`src/pnp_regs_consts.svh`:
```
// Offsets, field positions, reset values and codes of the next page register slice.
// Assumes inclusion by bare name from the design file; holds definitions only.
`ifndef PNP_REGS_CONSTS_SVH
`define PNP_REGS_CONSTS_SVH

// ----------------------------------------------------------------------------
// Address map
// ----------------------------------------------------------------------------
`define PNP_ADDR_W 12
`define PNP_PORT_BIT 4
`define PNP_OFF_LOCAL_NP 4'h0
`define PNP_OFF_PARTNER_NP 4'h4
`define PNP_OFF_GIG_CTL 4'h8

// ----------------------------------------------------------------------------
// Field positions
// ----------------------------------------------------------------------------
`define PNP_NP_BIT 15
`define PNP_MP_BIT 13
`define PNP_ACK2_BIT 12
`define PNP_TM_HI 15
`define PNP_TM_LO 13
`define PNP_MSEN_BIT 12

// ----------------------------------------------------------------------------
// Reset values and write masks
// ----------------------------------------------------------------------------
`define PNP_LOCAL_NP_RST 16'h2001
`define PNP_PARTNER_NP_RST 16'h0000
`define PNP_GIG_CTL_RST 16'h0400
`define PNP_LOCAL_NP_WMASK 16'hB7FF
`define PNP_GIG_CTL_WMASK 16'hFC00

// ----------------------------------------------------------------------------
// Transmitter test mode codes and test pair enables
// ----------------------------------------------------------------------------
`define PNP_TM_NORMAL 3'h0
`define PNP_TM_WAVEFORM 3'h1
`define PNP_TM_JITTER_MASTER 3'h2
`define PNP_TM_JITTER_SLAVE 3'h3
`define PNP_TM_DISTORTION 3'h4
`define PNP_ALL_PAIRS 4'hF
`define PNP_NO_PAIRS 4'h0

`endif

```
`src/pnp_regs_pkg.sv`:
```
// Types of the next page register slice: register layouts and link-side carriers.
// Assumes nothing of its surroundings.
`default_nettype none

package pnp_pkg;

    typedef struct packed {
        logic next_page;
        logic ack;
        logic message_page;
        logic ack2;
        logic toggle;
        logic [10:0] message;
    } pnp_np_word_t;

    typedef struct packed {
        logic [2:0] test_mode;
        logic ms_manual_en;
        logic ms_value;
        logic port_type;
        logic [9:0] reserved;
    } pnp_gig_ctl_t;

    typedef enum logic [1:0] {
        pnp_sel_local,
        pnp_sel_partner,
        pnp_sel_gig,
        pnp_sel_none
    } pnp_sel_t;

    typedef struct packed {
        logic hit;
        logic port;
        pnp_sel_t sel;
    } pnp_dec_t;

    typedef struct packed {
        logic page_sent;
        logic page_rx;
        logic an_off_1000;
        pnp_np_word_t rx_word;
    } pnp_an_in_t;

    typedef struct packed {
        pnp_np_word_t tx_word;
        logic ms_manual_en;
        logic ms_force_master;
        logic port_type;
        logic [2:0] test_mode;
        logic [3:0] test_pair_en;
    } pnp_an_out_t;

    typedef struct packed {
        pnp_np_word_t local_np;
        pnp_np_word_t partner_np;
        pnp_gig_ctl_t gig;
        logic [3:0] pair_en;
    } pnp_port_state_t;

endpackage : pnp_pkg

`default_nettype wire

```
`src/pnp_regs.sv`:
```
// Next page and gigabit control registers for two PHY ports, reached over APB.
// Assumes the negotiation engine and transmitter run on pclk and exchange
// one-cycle pulses with this block; APB master follows the usual protocol.
//
// Behaviour
// Local next page bit writable, resets zero.
// Local message page bit writable, resets one.
// Local acknowledge 2 bit writable, resets zero.
// Toggle bit read-only, shows previous sent value.
// Partner acknowledge bit read-only from received word.
// Partner acknowledge 2 bit read-only from received word.
// Three-bit test mode field, resets to normal.
// Test codes one to four select waveforms.
// Software avoids reserved test codes five-seven.
// Software forces 1000 without negotiation first.
// Selected test drives all four pairs.
// Manual master-slave enable writable, resets zero.
// Master value ignored when manual disabled.
// Toggle inverts on every transmitted next page.
//
// The register offsets and register access over APB were decided locally.
`timescale 1ns/10ps
`default_nettype none
`include "pnp_regs_consts.svh"

module pnp_regs (
    // Clock and reset
    input wire logic pclk,
    input wire logic presetn,
    // APB slave
    input wire logic psel,
    input wire logic penable,
    input wire logic pwrite,
    input wire logic [`PNP_ADDR_W-1:0] paddr,
    input wire logic [31:0] pwdata,
    input wire logic [3:0] pstrb,
    output logic [31:0] prdata,
    output logic pready,
    output logic pslverr,
    // Negotiation engine and transmitter, one entry per port
    input wire pnp_pkg::pnp_an_in_t [1:0] an_in,
    output var pnp_pkg::pnp_an_out_t [1:0] an_out
);
    import pnp_pkg::*;

    // ------------------------------------------------------------------------
    // Helpers
    // ------------------------------------------------------------------------
    function automatic pnp_dec_t pnp_decode(input logic [`PNP_ADDR_W-1:0] addr);
        pnp_dec_t d;
        d.hit = 1'b0;
        d.port = addr[`PNP_PORT_BIT];
        d.sel = pnp_sel_none;
        if (addr[`PNP_ADDR_W-1:`PNP_PORT_BIT+1] == 7'h00) begin
            case (addr[`PNP_PORT_BIT-1:0])
                `PNP_OFF_LOCAL_NP: begin
                    d.hit = 1'b1;
                    d.sel = pnp_sel_local;
                end
                `PNP_OFF_PARTNER_NP: begin
                    d.hit = 1'b1;
                    d.sel = pnp_sel_partner;
                end
                `PNP_OFF_GIG_CTL: begin
                    d.hit = 1'b1;
                    d.sel = pnp_sel_gig;
                end
                default: begin
                    d.hit = 1'b0;
                end
            endcase
        end
        return d;
    endfunction : pnp_decode

    // Byte-lane merge of a write into the writable bits only.
    function automatic logic [15:0] pnp_merge(
        input logic [15:0] old,
        input logic [15:0] wdata,
        input logic [1:0] strb,
        input logic [15:0] wmask
    );
        logic [15:0] lanes;
        lanes = {{8{strb[1]}}, {8{strb[0]}}} & wmask;
        return (old & ~lanes) | (wdata & lanes);
    endfunction : pnp_merge

    // Only codes one to four name a defined test; the rest act as normal.
    function automatic logic pnp_test_legal(input logic [2:0] code);
        return (code >= `PNP_TM_WAVEFORM) && (code <= `PNP_TM_DISTORTION);
    endfunction : pnp_test_legal

    // ------------------------------------------------------------------------
    // State
    // ------------------------------------------------------------------------
    pnp_port_state_t [1:0] st;
    pnp_port_state_t [1:0] next_st;
    logic [31:0] next_prdata;
    logic next_pslverr;
    pnp_dec_t dec;
    logic [1:0] wr_loc;
    logic [1:0] wr_gig;
    logic [1:0] wr_par;

    // Zero-wait slave: read data and error are latched in the setup cycle.
    assign pready = 1'b1;

    always_comb begin
        dec = pnp_decode(paddr);
        next_st = st;
        next_prdata = prdata;
        next_pslverr = pslverr;
        for (int p = 0; p < 2; p++) begin
            if (an_in[p].page_sent) begin
                next_st[p].local_np.toggle = ~st[p].local_np.toggle;
            end
            if (an_in[p].page_rx) begin
                next_st[p].partner_np = an_in[p].rx_word;
            end
            // Waveforms go out only with a defined code and a forced 1000 link.
            if (pnp_test_legal(st[p].gig.test_mode) && an_in[p].an_off_1000) begin
                next_st[p].pair_en = `PNP_ALL_PAIRS;
            end else begin
                next_st[p].pair_en = `PNP_NO_PAIRS;
            end
        end
        if (psel && !penable) begin
            next_pslverr = !dec.hit;
            next_prdata = 32'h0000_0000;
            case (dec.sel)
                pnp_sel_local: begin
                    next_prdata = {16'h0000, st[dec.port].local_np};
                end
                pnp_sel_partner: begin
                    next_prdata = {16'h0000, st[dec.port].partner_np};
                end
                pnp_sel_gig: begin
                    next_prdata = {16'h0000, st[dec.port].gig};
                end
                default: begin
                    next_prdata = 32'h0000_0000;
                end
            endcase
        end
        // Writes land at the access edge; a toggle update in the same cycle survives the merge.
        if (psel && penable && pwrite && dec.hit) begin
            case (dec.sel)
                pnp_sel_local: begin
                    next_st[dec.port].local_np = pnp_merge(next_st[dec.port].local_np,
                        pwdata[15:0], pstrb[1:0], `PNP_LOCAL_NP_WMASK);
                end
                pnp_sel_gig: begin
                    next_st[dec.port].gig = pnp_merge(st[dec.port].gig,
                        pwdata[15:0], pstrb[1:0], `PNP_GIG_CTL_WMASK);
                end
                default: begin
                    next_st = next_st;
                end
            endcase
        end
    end

    always_ff @(posedge pclk or negedge presetn) begin
        // Reset puts both ports back to their power-up words.
        if (!presetn) begin
            for (int p = 0; p < 2; p++) begin
                st[p].local_np <= `PNP_LOCAL_NP_RST;
                st[p].partner_np <= `PNP_PARTNER_NP_RST;
                st[p].gig <= `PNP_GIG_CTL_RST;
                st[p].pair_en <= `PNP_NO_PAIRS;
            end
            prdata <= 32'h0000_0000;
            pslverr <= 1'b0;
        end else begin
            st <= next_st;
            prdata <= next_prdata;
            pslverr <= next_pslverr;
        end
    end

    // ------------------------------------------------------------------------
    // Link-side outputs
    // ------------------------------------------------------------------------
    always_comb begin
        for (int p = 0; p < 2; p++) begin
            an_out[p].tx_word = st[p].local_np;
            // The sent toggle is the opposite of the one last sent.
            an_out[p].tx_word.toggle = ~st[p].local_np.toggle;
            an_out[p].ms_manual_en = st[p].gig.ms_manual_en;
            an_out[p].ms_force_master = st[p].gig.ms_manual_en & st[p].gig.ms_value;
            an_out[p].port_type = st[p].gig.port_type;
            if (pnp_test_legal(st[p].gig.test_mode)) begin
                an_out[p].test_mode = st[p].gig.test_mode;
            end else begin
                an_out[p].test_mode = `PNP_TM_NORMAL;
            end
            an_out[p].test_pair_en = st[p].pair_en;
        end
    end

    // ------------------------------------------------------------------------
    // Checks
    // ------------------------------------------------------------------------
    // Write strobes per port; the control bits all sit in the upper byte lane.
    always_comb begin
        for (int p = 0; p < 2; p++) begin
            wr_loc[p] = psel && penable && pwrite && dec.hit && (dec.port == p[0])
                && (dec.sel == pnp_sel_local) && pstrb[1];
            wr_gig[p] = psel && penable && pwrite && dec.hit && (dec.port == p[0])
                && (dec.sel == pnp_sel_gig) && pstrb[1];
            wr_par[p] = psel && penable && pwrite && dec.hit && (dec.port == p[0])
                && (dec.sel == pnp_sel_partner);
        end
    end

    for (genvar gp = 0; gp < 2; gp++) begin : g_chk
        a_np_next_write:
        assert property (@(posedge pclk) disable iff (!presetn)
            wr_loc[gp] |=> st[gp].local_np.next_page == $past(pwdata[`PNP_NP_BIT]))
        else $error("Next page bit did not take the written value.");

        a_np_msg_write:
        assert property (@(posedge pclk) disable iff (!presetn)
            wr_loc[gp] |=> st[gp].local_np.message_page == $past(pwdata[`PNP_MP_BIT]))
        else $error("Message page bit did not take the written value.");

        a_np_ack2_write:
        assert property (@(posedge pclk) disable iff (!presetn)
            wr_loc[gp] |=> st[gp].local_np.ack2 == $past(pwdata[`PNP_ACK2_BIT]))
        else $error("Acknowledge 2 bit did not take the written value.");

        a_toggle_held:
        assert property (@(posedge pclk) disable iff (!presetn)
            !an_in[gp].page_sent |=> $stable(st[gp].local_np.toggle))
        else $error("Toggle changed without a transmitted page.");

        a_toggle_flips:
        assert property (@(posedge pclk) disable iff (!presetn)
            an_in[gp].page_sent |=> (st[gp].local_np.toggle != $past(st[gp].local_np.toggle))
                && (an_out[gp].tx_word.toggle == $past(st[gp].local_np.toggle)))
        else $error("Toggle did not invert after a transmitted page.");

        a_partner_ack:
        assert property (@(posedge pclk) disable iff (!presetn)
            an_in[gp].page_rx |=> st[gp].partner_np.ack == $past(an_in[gp].rx_word.ack))
        else $error("Partner acknowledge not captured.");

        a_partner_ack2:
        assert property (@(posedge pclk) disable iff (!presetn)
            an_in[gp].page_rx |=> st[gp].partner_np.ack2 == $past(an_in[gp].rx_word.ack2))
        else $error("Partner acknowledge 2 not captured.");

        a_test_mode_write:
        assert property (@(posedge pclk) disable iff (!presetn)
            wr_gig[gp] |=> st[gp].gig.test_mode == $past(pwdata[`PNP_TM_HI:`PNP_TM_LO]))
        else $error("Test mode field did not take the written value.");

        a_test_decode:
        assert property (@(posedge pclk) disable iff (!presetn)
            an_out[gp].test_mode == ((st[gp].gig.test_mode inside {`PNP_TM_WAVEFORM,
                `PNP_TM_JITTER_MASTER, `PNP_TM_JITTER_SLAVE, `PNP_TM_DISTORTION})
                ? st[gp].gig.test_mode : `PNP_TM_NORMAL))
        else $error("Test mode code decoded wrongly.");

        a_test_pairs_on:
        assert property (@(posedge pclk) disable iff (!presetn)
            (pnp_test_legal(st[gp].gig.test_mode) && an_in[gp].an_off_1000)
                |=> an_out[gp].test_pair_en == `PNP_ALL_PAIRS)
        else $error("Selected test did not drive all four pairs.");

        a_test_pairs_off:
        assert property (@(posedge pclk) disable iff (!presetn)
            !pnp_test_legal(st[gp].gig.test_mode) |=> an_out[gp].test_pair_en == `PNP_NO_PAIRS)
        else $error("Pairs driven without a defined test code.");

        a_ms_en_write:
        assert property (@(posedge pclk) disable iff (!presetn)
            wr_gig[gp] |=> an_out[gp].ms_manual_en == $past(pwdata[`PNP_MSEN_BIT]))
        else $error("Manual master-slave enable did not take the written value.");

        a_ms_ignored:
        assert property (@(posedge pclk) disable iff (!presetn)
            !an_out[gp].ms_manual_en |-> !an_out[gp].ms_force_master)
        else $error("Master value acted while manual configuration was off.");

        a_np_bits_held:
        assert property (@(posedge pclk) disable iff (!presetn)
            !wr_loc[gp] |=> $stable({st[gp].local_np.next_page, st[gp].local_np.message_page,
                st[gp].local_np.ack2}))
        else $error("Local next page control bits changed without a write.");

        a_tx_next_page:
        assert property (@(posedge pclk) disable iff (!presetn)
            an_out[gp].tx_word.next_page == st[gp].local_np.next_page)
        else $error("Sent word does not carry the next page bit.");

        a_tx_msg_page:
        assert property (@(posedge pclk) disable iff (!presetn)
            an_out[gp].tx_word.message_page == st[gp].local_np.message_page)
        else $error("Sent word does not carry the message page bit.");

        a_tx_ack2:
        assert property (@(posedge pclk) disable iff (!presetn)
            an_out[gp].tx_word.ack2 == st[gp].local_np.ack2)
        else $error("Sent word does not carry the acknowledge 2 bit.");

        a_toggle_reported:
        assert property (@(posedge pclk) disable iff (!presetn)
            an_in[gp].page_sent |=> st[gp].local_np.toggle == $past(an_out[gp].tx_word.toggle))
        else $error("Stored toggle is not the value last sent.");

        a_partner_ro:
        assert property (@(posedge pclk) disable iff (!presetn)
            (wr_par[gp] && !an_in[gp].page_rx) |=> $stable(st[gp].partner_np))
        else $error("Software write changed the partner word.");

        a_partner_held:
        assert property (@(posedge pclk) disable iff (!presetn)
            !an_in[gp].page_rx |=> $stable(st[gp].partner_np))
        else $error("Partner word changed without a received page.");

        a_test_mode_held:
        assert property (@(posedge pclk) disable iff (!presetn)
            !wr_gig[gp] |=> $stable(st[gp].gig.test_mode))
        else $error("Test mode field changed without a write.");

        a_test_out_range:
        assert property (@(posedge pclk) disable iff (!presetn)
            an_out[gp].test_mode <= `PNP_TM_DISTORTION)
        else $error("A reserved test code reached the transmitter.");

        a_test_pairs_forced:
        assert property (@(posedge pclk) disable iff (!presetn)
            !an_in[gp].an_off_1000 |=> an_out[gp].test_pair_en == `PNP_NO_PAIRS)
        else $error("Pairs driven while negotiation was still on.");

        a_ms_en_held:
        assert property (@(posedge pclk) disable iff (!presetn)
            !wr_gig[gp] |=> $stable(an_out[gp].ms_manual_en))
        else $error("Manual master-slave enable changed without a write.");

        a_ms_master_on:
        assert property (@(posedge pclk) disable iff (!presetn)
            (st[gp].gig.ms_manual_en && st[gp].gig.ms_value) |-> an_out[gp].ms_force_master)
        else $error("Master value ignored while manual configuration was on.");
    end

endmodule : pnp_regs

`default_nettype wire

```
`config.mk`:
```
export PLATFORM = sky130hd
export DESIGN_NAME = pnp_regs
export DESIGN_NICKNAME = d
export VERILOG_FILES = /design/src/pnp_regs_pkg.sv /design/src/pnp_regs.sv
export VERILOG_INCLUDE_DIRS = /design/src
export SDC_FILE = /design/constraint.sdc
export NUM_CORES = 1
export LEC_CHECK = 0
export ABC_AREA = 1
export BUFFER_PORTS_ARGS = -buffer_cell sky130_fd_sc_hd__buf_2
export CAP_MARGIN = 15
export CORE_ASPECT_RATIO = 1.5
export CORE_UTILIZATION = 53
export DETAILED_ROUTE_END_ITERATION = 16
export GPL_TIMING_DRIVEN = 0
export PLACE_DENSITY = 0.88
export SLEW_MARGIN = 15
export SYNTH_ARGS = -nofsm -noshare
export SYNTH_HDL_FRONTEND = slang
export SYNTH_SLANG_ARGS = --single-unit
export TNS_END_PERCENT = 20
```
`constraint.sdc`:
```
create_clock -name pclk -period 1.25 [get_ports pclk]
set_input_delay 0.1875 -clock pclk [delete_from_list [all_inputs] [get_ports pclk]]
set_output_delay 0.1875 -clock pclk [all_outputs]
set_load 0.02 [all_outputs]
```
==> flow_summary.yaml, run 1 <==
run_status:
  status: "complete, but fails checks"
  violations: "setup timing"
worst_setup_path:
  crit_family: "flip-flops"
  worstPathMaxFanout: 3
  crit_arrival_ps: 1370
  required_ps: 1060
  end_kind: "output port"
  slowest_delay_ps: 430
  path_buf_inv: 1
  worstSetupPathType: "reg -> out"
  critPathSlowestCell: "dfrtp_1"
  path_cells: "nor3_4 -> nor2_1 -> nor2_2 -> buf_6"
  cp-start-kind: "flip-flop"
final_layout:
  n_fill_cell: 731
  final_nets: 1145
  area_growth_pct: 42.6
  drive_gt1_frac: 0.359
yosys:
  avgSynthCellArea_um2: 7.78
  synthFlopType: "dfrtp_1"
  async_reset_ff_frac: 1.00
  synth_warnings: 0
  synth_seq_cells: 115
  yosys.area.top_type: "dfrtp_1"
  yosys-top-cells-area: "dfrtp_1 42%, nand2_1 14%, buf_4 7.1%"
  synth_seq_area_share: 0.448
  syn_area_um2: 6440
  yosysTopAreaCellShare: 0.424
  synth-edff-count: 0
  ys_types: 30
  syn_inst: 827
grt:
  grt_overflow_total: 0
  grt_pass1_vias: 6517
  grtUsageMet3: 0.0811
  met2_usage: 0.578
  grtUsageMet1: 0.338
  grt_pass1_wl_um: 31300
  grt_busiest_layer: "met2"
  antenna_found_initial: 0
  grt_max_degree: 67
  track_usage: 0.326
cts:
  cts_sinks: 115
  clk_pin_slew_ps: 60
  cts_tree: "built"
  clock_path_buffers: 2
  clock_latency_ps: 420
  htree_levels: 4
  cts_buffers: 17
  clockRootBuffer: "clkbuf_16"
route:
  via_count: 6811
  via_per_inst: 5.60
  routedWlPerCell_um: 16.9
  dr.pass1.iters: 7
  route.detailed.drc: 0
  drtAntennaViolNets: 0
  wirelength_um: 20600
  drt_iter0_markers: 729
placed_design:
  io_buffers: 138
  dp_slack_ps: -406
  dpl.hpwl_um: 13000
  place_congestion: 0.965
floorplan:
  dieHeight_um: 137
  initial_utilization: 0.553
  core_um2: 11700
  die_x_um: 92.0
  rows: 48
  die_area_um2: 12600
  io_pins: 177
sta:
  min_period_ps: 1560
  worst_pin_slew_ps: 544
  finalCritPeriodShare: 1.25
  slew_headroom: 0.638
  skew_ps: 9.21
  drv_slew: 0
  fmax_mhz: 640
  fin_hold_ws_ps: 2.10
  setup_viol: 59
  fin_ws_ps: -312
  finalHoldViolCount: 0
  setup_tns_ps: -3190
  rsz0062_at_grt: "yes"
flow_run:
  maxCapViolations: 0
hold_path:
  hold_class: "in -> reg"
power:
  ir_drop_mv: 1.18
  p_leak_nw: 4.94
  powerDensity_nw_per_um2: 1140
## path summary, 6_finish.rpt
path / slack (ps) / endpoint / cells after the start / start
max in group asynchronous: 280 / an_out[35] / 3 / presetn
max: -310 / an_out[4] / 4 / st[18]
min: 2 / flip-flop / 3 / an_in[2]
min in group asynchronous: 260 / prdata[7] / 2 / presetn
min reg2reg: 450 / st[8] / 1 / st[8]
max reg2reg: -110 / st[19] / 8 / st[71]
## cell usage in the layout (no fill, tap or decap), types with 37 or more instances in the layout
| cell | netlist | final |
|---|---|---|
| buf_6 | 0 | 92 |
| o21ai_0 | 60 | 45 |
| buf_4 | 61 | 47 |
| nand2_1 | 243 | 233 |
| nand3_1 | 56 | 53 |
| buf_2 | 26 | 105 |
| clkbuf_1 | 40 | 37 |
| nand4_1 | 55 | 55 |
| dfrtp_1 | 109 | 103 |
## per-stage QoR
stage | instances | utilization | total power [W] | instance area, um2
floorplan | 842 | - | 0.00458 | 6520
global placement | 1130 | 0.635 | 0.00495 | 7400
CTS | 1204 | 0.759 | 0.0103 | 8840
finish | 1217 | 0.788 | 0.0104 | 9180
detailed placement | 1131 | 0.638 | 0.00499 | 7430
global route | 1216 | 0.788 | 0.0107 | 9180
## final cells by class
type	count	area, um2	area share
Timing Repair Buffer	194	1560	0.170
Multi-Input combinational cell	558	2860	0.312
Buffer	128	897	0.0977
Antenna cell	1	2.50	0.000273
Tap cell	150	188	0.0204
Clock buffer	21	450	0.0491
Clock inverter	10	181	0.0198
Sequential cell	115	2890	0.315
Inverter	40	150	0.0164
## kinds of logic (layout without fill, tap and decap cells)
kind of cell / Yosys count / in the layout / synth area share
compound gates: 91 / 91 / 0.0711
xor+xnor: 2 / 2 / 0.00272
buf+inv: 169 / 393 / 0.139
flops: 115 / 115 / 0.448
mux: 19 / 19 / 0.0327
other cells: 2 / 18 / 0.00117
simple gates: 429 / 429 / 0.305
## layer usage
metal,vias to the layer above,share of wire
met5,-,0
met4,0,0.068
met3,120,0.091
met2,494,0.51
met1,3127,0.33
li1,3070,-
## worst reg2reg max path, stage by stage, from the launching register on
cell and delay, ps:
dfrtp_1 400, buf_6 140, buf_4 140, nand2_2 70
o21ai_2 100, o21ai_2 170, nand2_1 70, nand4_1 90
nand2_1 60
## cell usage after synthesis (3+ instances only)
cell	n
nor2_4	3
o21ai_1	5
mux2_2	16
a21oi_1	25
inv_1	39
nand2_1	243
buf_2	26
dfrtp_1	109
mux2i_1	3
buf_4	61
nor2_1	35
o21ai_0	60
dfstp_2	6
or2_2	23
nand4_1	55
clkbuf_1	40
nand3_1	56
## what timing repair did
action,4_1_cts,5_1_grt
hold endpoints to repair,73,0
pin swaps,5,19
setup buffers,11,12
endpoints found under the setup margin,58,109
hold buffers,32,0
gates resized for setup,127,102
## power by group
| part | total, W | switching (W) | leakage (nW) | internal (W) |
|---|---|---|---|---|
| registers | 0.00395 | 0.0000898 | 1.50 | 0.00386 |
| logic | 0.00121 | 0.000709 | 3.13 | 0.000501 |
| clock network | 0.00527 | 0.00171 | 0.307 | 0.00356 |
Power figures use the tool's default switching activity.
==> run 2: changes to the inputs <==
==> constraint.sdc (replaced) <==
create_clock -name pclk -period 1.25 [get_ports pclk]
set_input_delay 0.25 -clock pclk [delete_from_list [all_inputs] [get_ports pclk]]
set_output_delay 0.25 -clock pclk [all_outputs]
set_load 0.02 [all_outputs]
==> run 2 against run 1 <==
Effect of this change:
- the run still ends with setup timing left
- clock power shrank 5.3%
- global-route usage shrank 1.3 points
- maximum frequency decreased by 8.9%
- combinational power fell by 8%
==> flow_summary.yaml, run 2 (synthesis results as in run 1) <==
run_status:
  status: "complete, but fails checks"
  violations: "setup timing"
sta:
  finalCritPeriodShare: 1.37
  rsz0062_at_grt: "yes"
  setup_tns_ps: -8200
  drv_slew: 0
  worst_pin_slew_ps: 572
  slew_headroom: 0.619
  setup_viol: 65
  min_period_ps: 1720
  skew_ps: 6.94
  fin_ws_ps: -465
  finalHoldViolCount: 0
  fmax_mhz: 583
power:
  p_leak_nw: 4.80
  ir_drop_mv: 1.05
  powerDensity_nw_per_um2: 1120
  p_total_w: 0.0100
floorplan:
  io_pins: 177
  core_um2: 11700
  dieHeight_um: 137
  rows: 48
  die_area_um2: 12600
  die_x_um: 92.0
  initial_utilization: 0.553
route:
  dr.pass1.iters: 6
  wl_met1_um: 6970
  via_count: 6805
  drtAntennaViolNets: 0
  drt_iter0_markers: 702
  via_per_inst: 5.73
  topRoutingLayerUsed: "met4"
  route.detailed.drc: 0
  routedWlPerCell_um: 17.4
  wirelength_um: 20600
  wl_met3_um: 1840
  wl_met2_um: 10500
final_layout:
  antenna_cells: 0
  regArea_um2: 2890
  final_common_cell: "nand2_1"
  area_growth_pct: 38.7
  final_nets: 1116
  drive_gt1_frac: 0.376
  final_cells: 1188
  utilization: 0.766
  most-common-layout-cells: "234 x nand2_1, 103 x dfrtp_1, 99 x buf_2"
  n_fill_cell: 743
  multi_input_area_um2: 2900
grt:
  grt_pass1_vias: 6350
  track_usage: 0.313
  grt_overflow_total: 0
  antenna_found_initial: 0
  grt_max_degree: 74
  grt_pass1_wl_um: 30000
worst_setup_path:
  end_kind: "output port"
  required_ps: 1000
  crit_arrival_ps: 1470
  worstPathMaxFanout: 3
  worstSetupPathType: "reg -> out"
  cp-start-kind: "flip-flop"
cts:
  cts_buffers: 17
  htree_levels: 4
  clk_pin_slew_ps: 60
  clock_latency_ps: 420
  cts_tree: "built"
  cts_sinks: 115
  clockRootBuffer: "clkbuf_16"
  clock_path_buffers: 2
hold_path:
  hold_class: "in -> reg"
placed_design:
  dpl.hpwl_um: 13000
  placed_cells: 1131
  io_buffers: 138
  place_congestion: 0.924
  dp_slack_ps: -425
flow_run:
  maxCapViolations: 0
[run 2: per-stage QoR]
| step | instance area (um2) | hold WS (ps) |
|---|---|---|
| floorplan | 6590 | -45.6 |
| global placement | 7460 | 432 |
| detailed placement | 7500 | 199 |
| CTS | 8560 | 2.95 |
| global route | 8930 | 4.16 |
| finish | 8930 | 6.39 |
[run 2: path summary, 6_finish.rpt]
check	from	endpoint	slack [ps]	cells past startpoint
min in group asynchronous	presetn	prdata[0]	310	2
max	st[17]	an_out[4]	-470	4
min reg2reg	st[56]	st[56]	450	1
min	an_in[37]	st[99]	6	2
max reg2reg	st[70]	st[70]	-240	7
max in group asynchronous	presetn	an_out[7]	220	3
[run 2: where the power goes]
group          internal (W)  switching, W  total, W
Combinational      0.000428      0.000679   0.00111
Sequential          0.00386     0.0000887   0.00395
Clock               0.00327       0.00172   0.00499
[run 2: critical path, stage by stage, from the launching register on]
cell     delay, ps
dfrtp_1        470
nor3_4         280
nor2_2          90
nor2_4          90
buf_6          120
[run 2: routing by layer]
layer | GRT usage | vias up
met3 | 0.0650 | 146
met2 | 0.540 | 535
met5 | 0 | -
met4 | 0.221 | 0
li1 | - | 3007
met1 | 0.341 | 3117
[run 2: area by class of cell]
cell class	count	area share
Clock buffer	22	0.0531
Tap cell	150	0.0210
Buffer	128	0.104
Timing Repair Buffer	165	0.142
Multi-Input combinational cell	558	0.325
Inverter	40	0.0168
Sequential cell	115	0.324
Clock inverter	10	0.0146
[run 2: timing repair]
action | 4_1_cts | 5_1_grt
hold buffers | 1 | 0
endpoints found under the setup margin | 63 | 105
resized for setup | 117 | 108
buffers inserted | 15 | 10
hold endpoints to repair | 38 | 0
pin swaps | 7 | 22
==> run 3: changes to the inputs <==
- ABC_AREA: 1 -> unset
- CORE_UTILIZATION: 53 -> 46
- PLACE_DENSITY: 0.88 -> 0.83
- clock period: 1.25 -> 1.5 ns (I/O delays scaled with it)
==> run 3 against run 2 <==
Effect of this change:
- non-clock buffer count shrank 45
- largest cell class is now flip-flops and latches
- power down 25%
- the flow still finishes with violations (setup timing)
- via count fell by 42%
- count of clock-buffer cells in the layout increased by 3
- sequential power decreased by 16%
==> flow_summary.yaml, run 3 <==
floorplan:
  die_x_um: 91.2
  die_area_um2: 12400
  initial_utilization: 0.474
  dieHeight_um: 136
  io_pins: 177
  core_um2: 11600
  rows: 48
flow_run:
  maxCapViolations: 0
final_layout:
  drive_gt1_frac: 0.556
  most-common-layout-cells: "129 x buf_2, 108 x dfrtp_1, 75 x mux2_2"
  area_growth_pct: 32.1
  regArea_um2: 2890
  multi_input_area_um2: 2120
  antenna_cells: 0
  final_common_cell: "buf_2"
  n_fill_cell: 930
  utilization: 0.626
  final_nets: 719
power:
  p_leak_nw: 3.82
  powerDensity_nw_per_um2: 1040
  ir_drop_mv: 0.827
  p_total_w: 0.00752
yosys:
  synthFlopType: "dfrtp_1"
  synth_common_cells: "109 x dfrtp_1, 80 x mux2_2, 59 x buf_4"
  synth_seq_area_share: 0.525
  async_reset_ff_frac: 1.00
  synth_most_common_cell: "dfrtp_1"
  ys_types: 39
  yosys.area.top_type: "dfrtp_1"
  synth-edff-count: 0
  synth_seq_cells: 115
  yosysTopAreaCellShare: 0.496
  syn_inst: 446
  synth_warnings: 0
  avgSynthCellArea_um2: 12.3
  syn_area_um2: 5500
  yosys-top-cells-area: "dfrtp_1 50%, mux2_2 16%, buf_4 8.1%"
route:
  drt_iter0_markers: 149
  via_count: 3975
  route.detailed.drc: 0
  drtAntennaViolNets: 0
  wirelength_um: 14000
  via_per_inst: 5.03
  dr.pass1.iters: 4
  routedWlPerCell_um: 17.7
sta:
  setup_tns_ps: -264
  min_period_ps: 1540
  fmax_mhz: 648
  setup_viol: 9
  finalCritPeriodShare: 1.03
  skew_ps: 8.57
  finalHoldViolCount: 0
  slew_headroom: 0.569
  drv_slew: 0
  worst_pin_slew_ps: 646
  rsz0062_at_grt: "yes"
  fin_hold_ws_ps: 86.1
  fin_ws_ps: -43.1
cts:
  clock_path_buffers: 2
  cts_sinks: 115
  clk_pin_slew_ps: 50
  cts_buffers: 17
  clockRootBuffer: "clkbuf_16"
  clock_latency_ps: 410
  cts_tree: "built"
  htree_levels: 4
worst_setup_path:
  required_ps: 1790
  crit_arrival_ps: 1830
  cp-start-kind: "input pin"
  path_cells: "buf_6 -> nor4_4 -> buf_4 -> nand4_4 -> or3_4 -> buf_12 -> mux2_4"
  reg2reg_to: "prdata[15]"
  r2r_setup_slack_ps: 250
  worstSetupPathType: "in -> reg"
  critPathSlowestCell: "or3_4"
  slowest_delay_ps: 380
  worstPathMaxFanout: 8
  reg2reg_depth: 4
  end_kind: "flip-flop"
grt:
  grt_max_degree: 59
  grt_pass1_wl_um: 21200
  track_usage: 0.228
  antenna_found_initial: 0
  grt_pass1_vias: 4139
  grt_overflow_total: 0
placed_design:
  place_congestion: 0.762
  dpl.hpwl_um: 9880
  io_buffers: 137
run_status:
  violations: "setup timing"
  status: "complete, but fails checks"
hold_path:
  hp-start: "an_in[18]"
  whs_path_depth: 2
  hold_class: "in -> reg"
  hold_end: "st[47]"
## run 3: changes by cell type after synthesis, sizes merged, moves of 4 or more
cell	before	now
nand2	246	17
mux2	16	88
nand3	56	1
nand4	55	4
o21ai	65	16
inv	40	5
nor2	42	7
mux2i	3	32
or2	27	0
buf	89	68
o22ai	0	16
a21oi	25	16
clkbuf	40	32
nor2b	0	4
## run 3: kinds of logic after synthesis
kind of cell	synth area share
xor gates and xnor gates	0.00319
other	0.00137
AOI/OAI and AO/OA	0.0531
buffers and inverters	0.116
DFF	0.525
muxes	0.244
and+or+nand+nor	0.0576
## run 3: layout make-up
cell class | count | share of cell area
Timing Repair Buffer | 149 | 0.123
Tap cell | 150 | 0.0259
Sequential cell | 115 | 0.398
Inverter | 5 | 0.00259
Clock buffer | 25 | 0.0669
Multi-Input combinational cell | 241 | 0.292
Clock inverter | 6 | 0.00414
Buffer | 99 | 0.0872
## run 3: power breakdown
| part | internal (W) | leakage [nW] | switching (W) | total [W] |
|---|---|---|---|---|
| registers | 0.00322 | 1.50 | 0.0000748 | 0.00330 |
| clock network | 0.00221 | 0.260 | 0.00132 | 0.00353 |
| logic | 0.000304 | 2.05 | 0.000384 | 0.000688 |
| total | 0.00574 | 3.82 | 0.00178 | 0.00752 |
## run 3: critical path, delay by kind of cell
kind,cells,cell delay (ps)
buf+inv,3,450
simple gates,3,780
mux,1,300
## run 3: metrics by stage
step / instance area, um2 / std cells / setup slack, ps
after floorplan: 5580 / 461 / -213
after detailed placement: 6480 / 749 / -607
after CTS: 7100 / 782 / -92.3
final: 7260 / 790 / -43.1
after global routing: 7260 / 790 / -80.5
after global placement: 6450 / 748 / -1130
## run 3: how the worst max path moves through the flow
stage               from         end  cells past startpoint
2_1_floorplan   paddr[9]  an_out[37]                      5
3_3_place_gp     presetn  an_out[39]                      1
3_5_place_dp    paddr[9]  an_out[22]                      5
4_1_cts         paddr[9]  an_out[17]                      5
5_1_grt         paddr[4]  prdata[15]                      6
6_report       paddr[11]  an_out[37]                      7
## run 3: routing by layer
metal | global-route usage | vias up | wire, um
met4 | 0.0847 | 0 | 283
met3 | 0.0576 | 20 | 689
met2 | 0.420 | 147 | 7660
li1 | - | 1836 | -
met5 | 0 | - | 0
met1 | 0.252 | 1972 | 5330
## run 3: timing repair
action / in CTS / in global routing
gates cloned: 0 / 0
hold endpoints to repair: 57 / 0
hold buffers: 1 / 0
endpoints found under the setup margin: 63 / 46
pin swaps: 4 / 6
buffers inserted: 2 / 8
resized for setup: 28 / 21
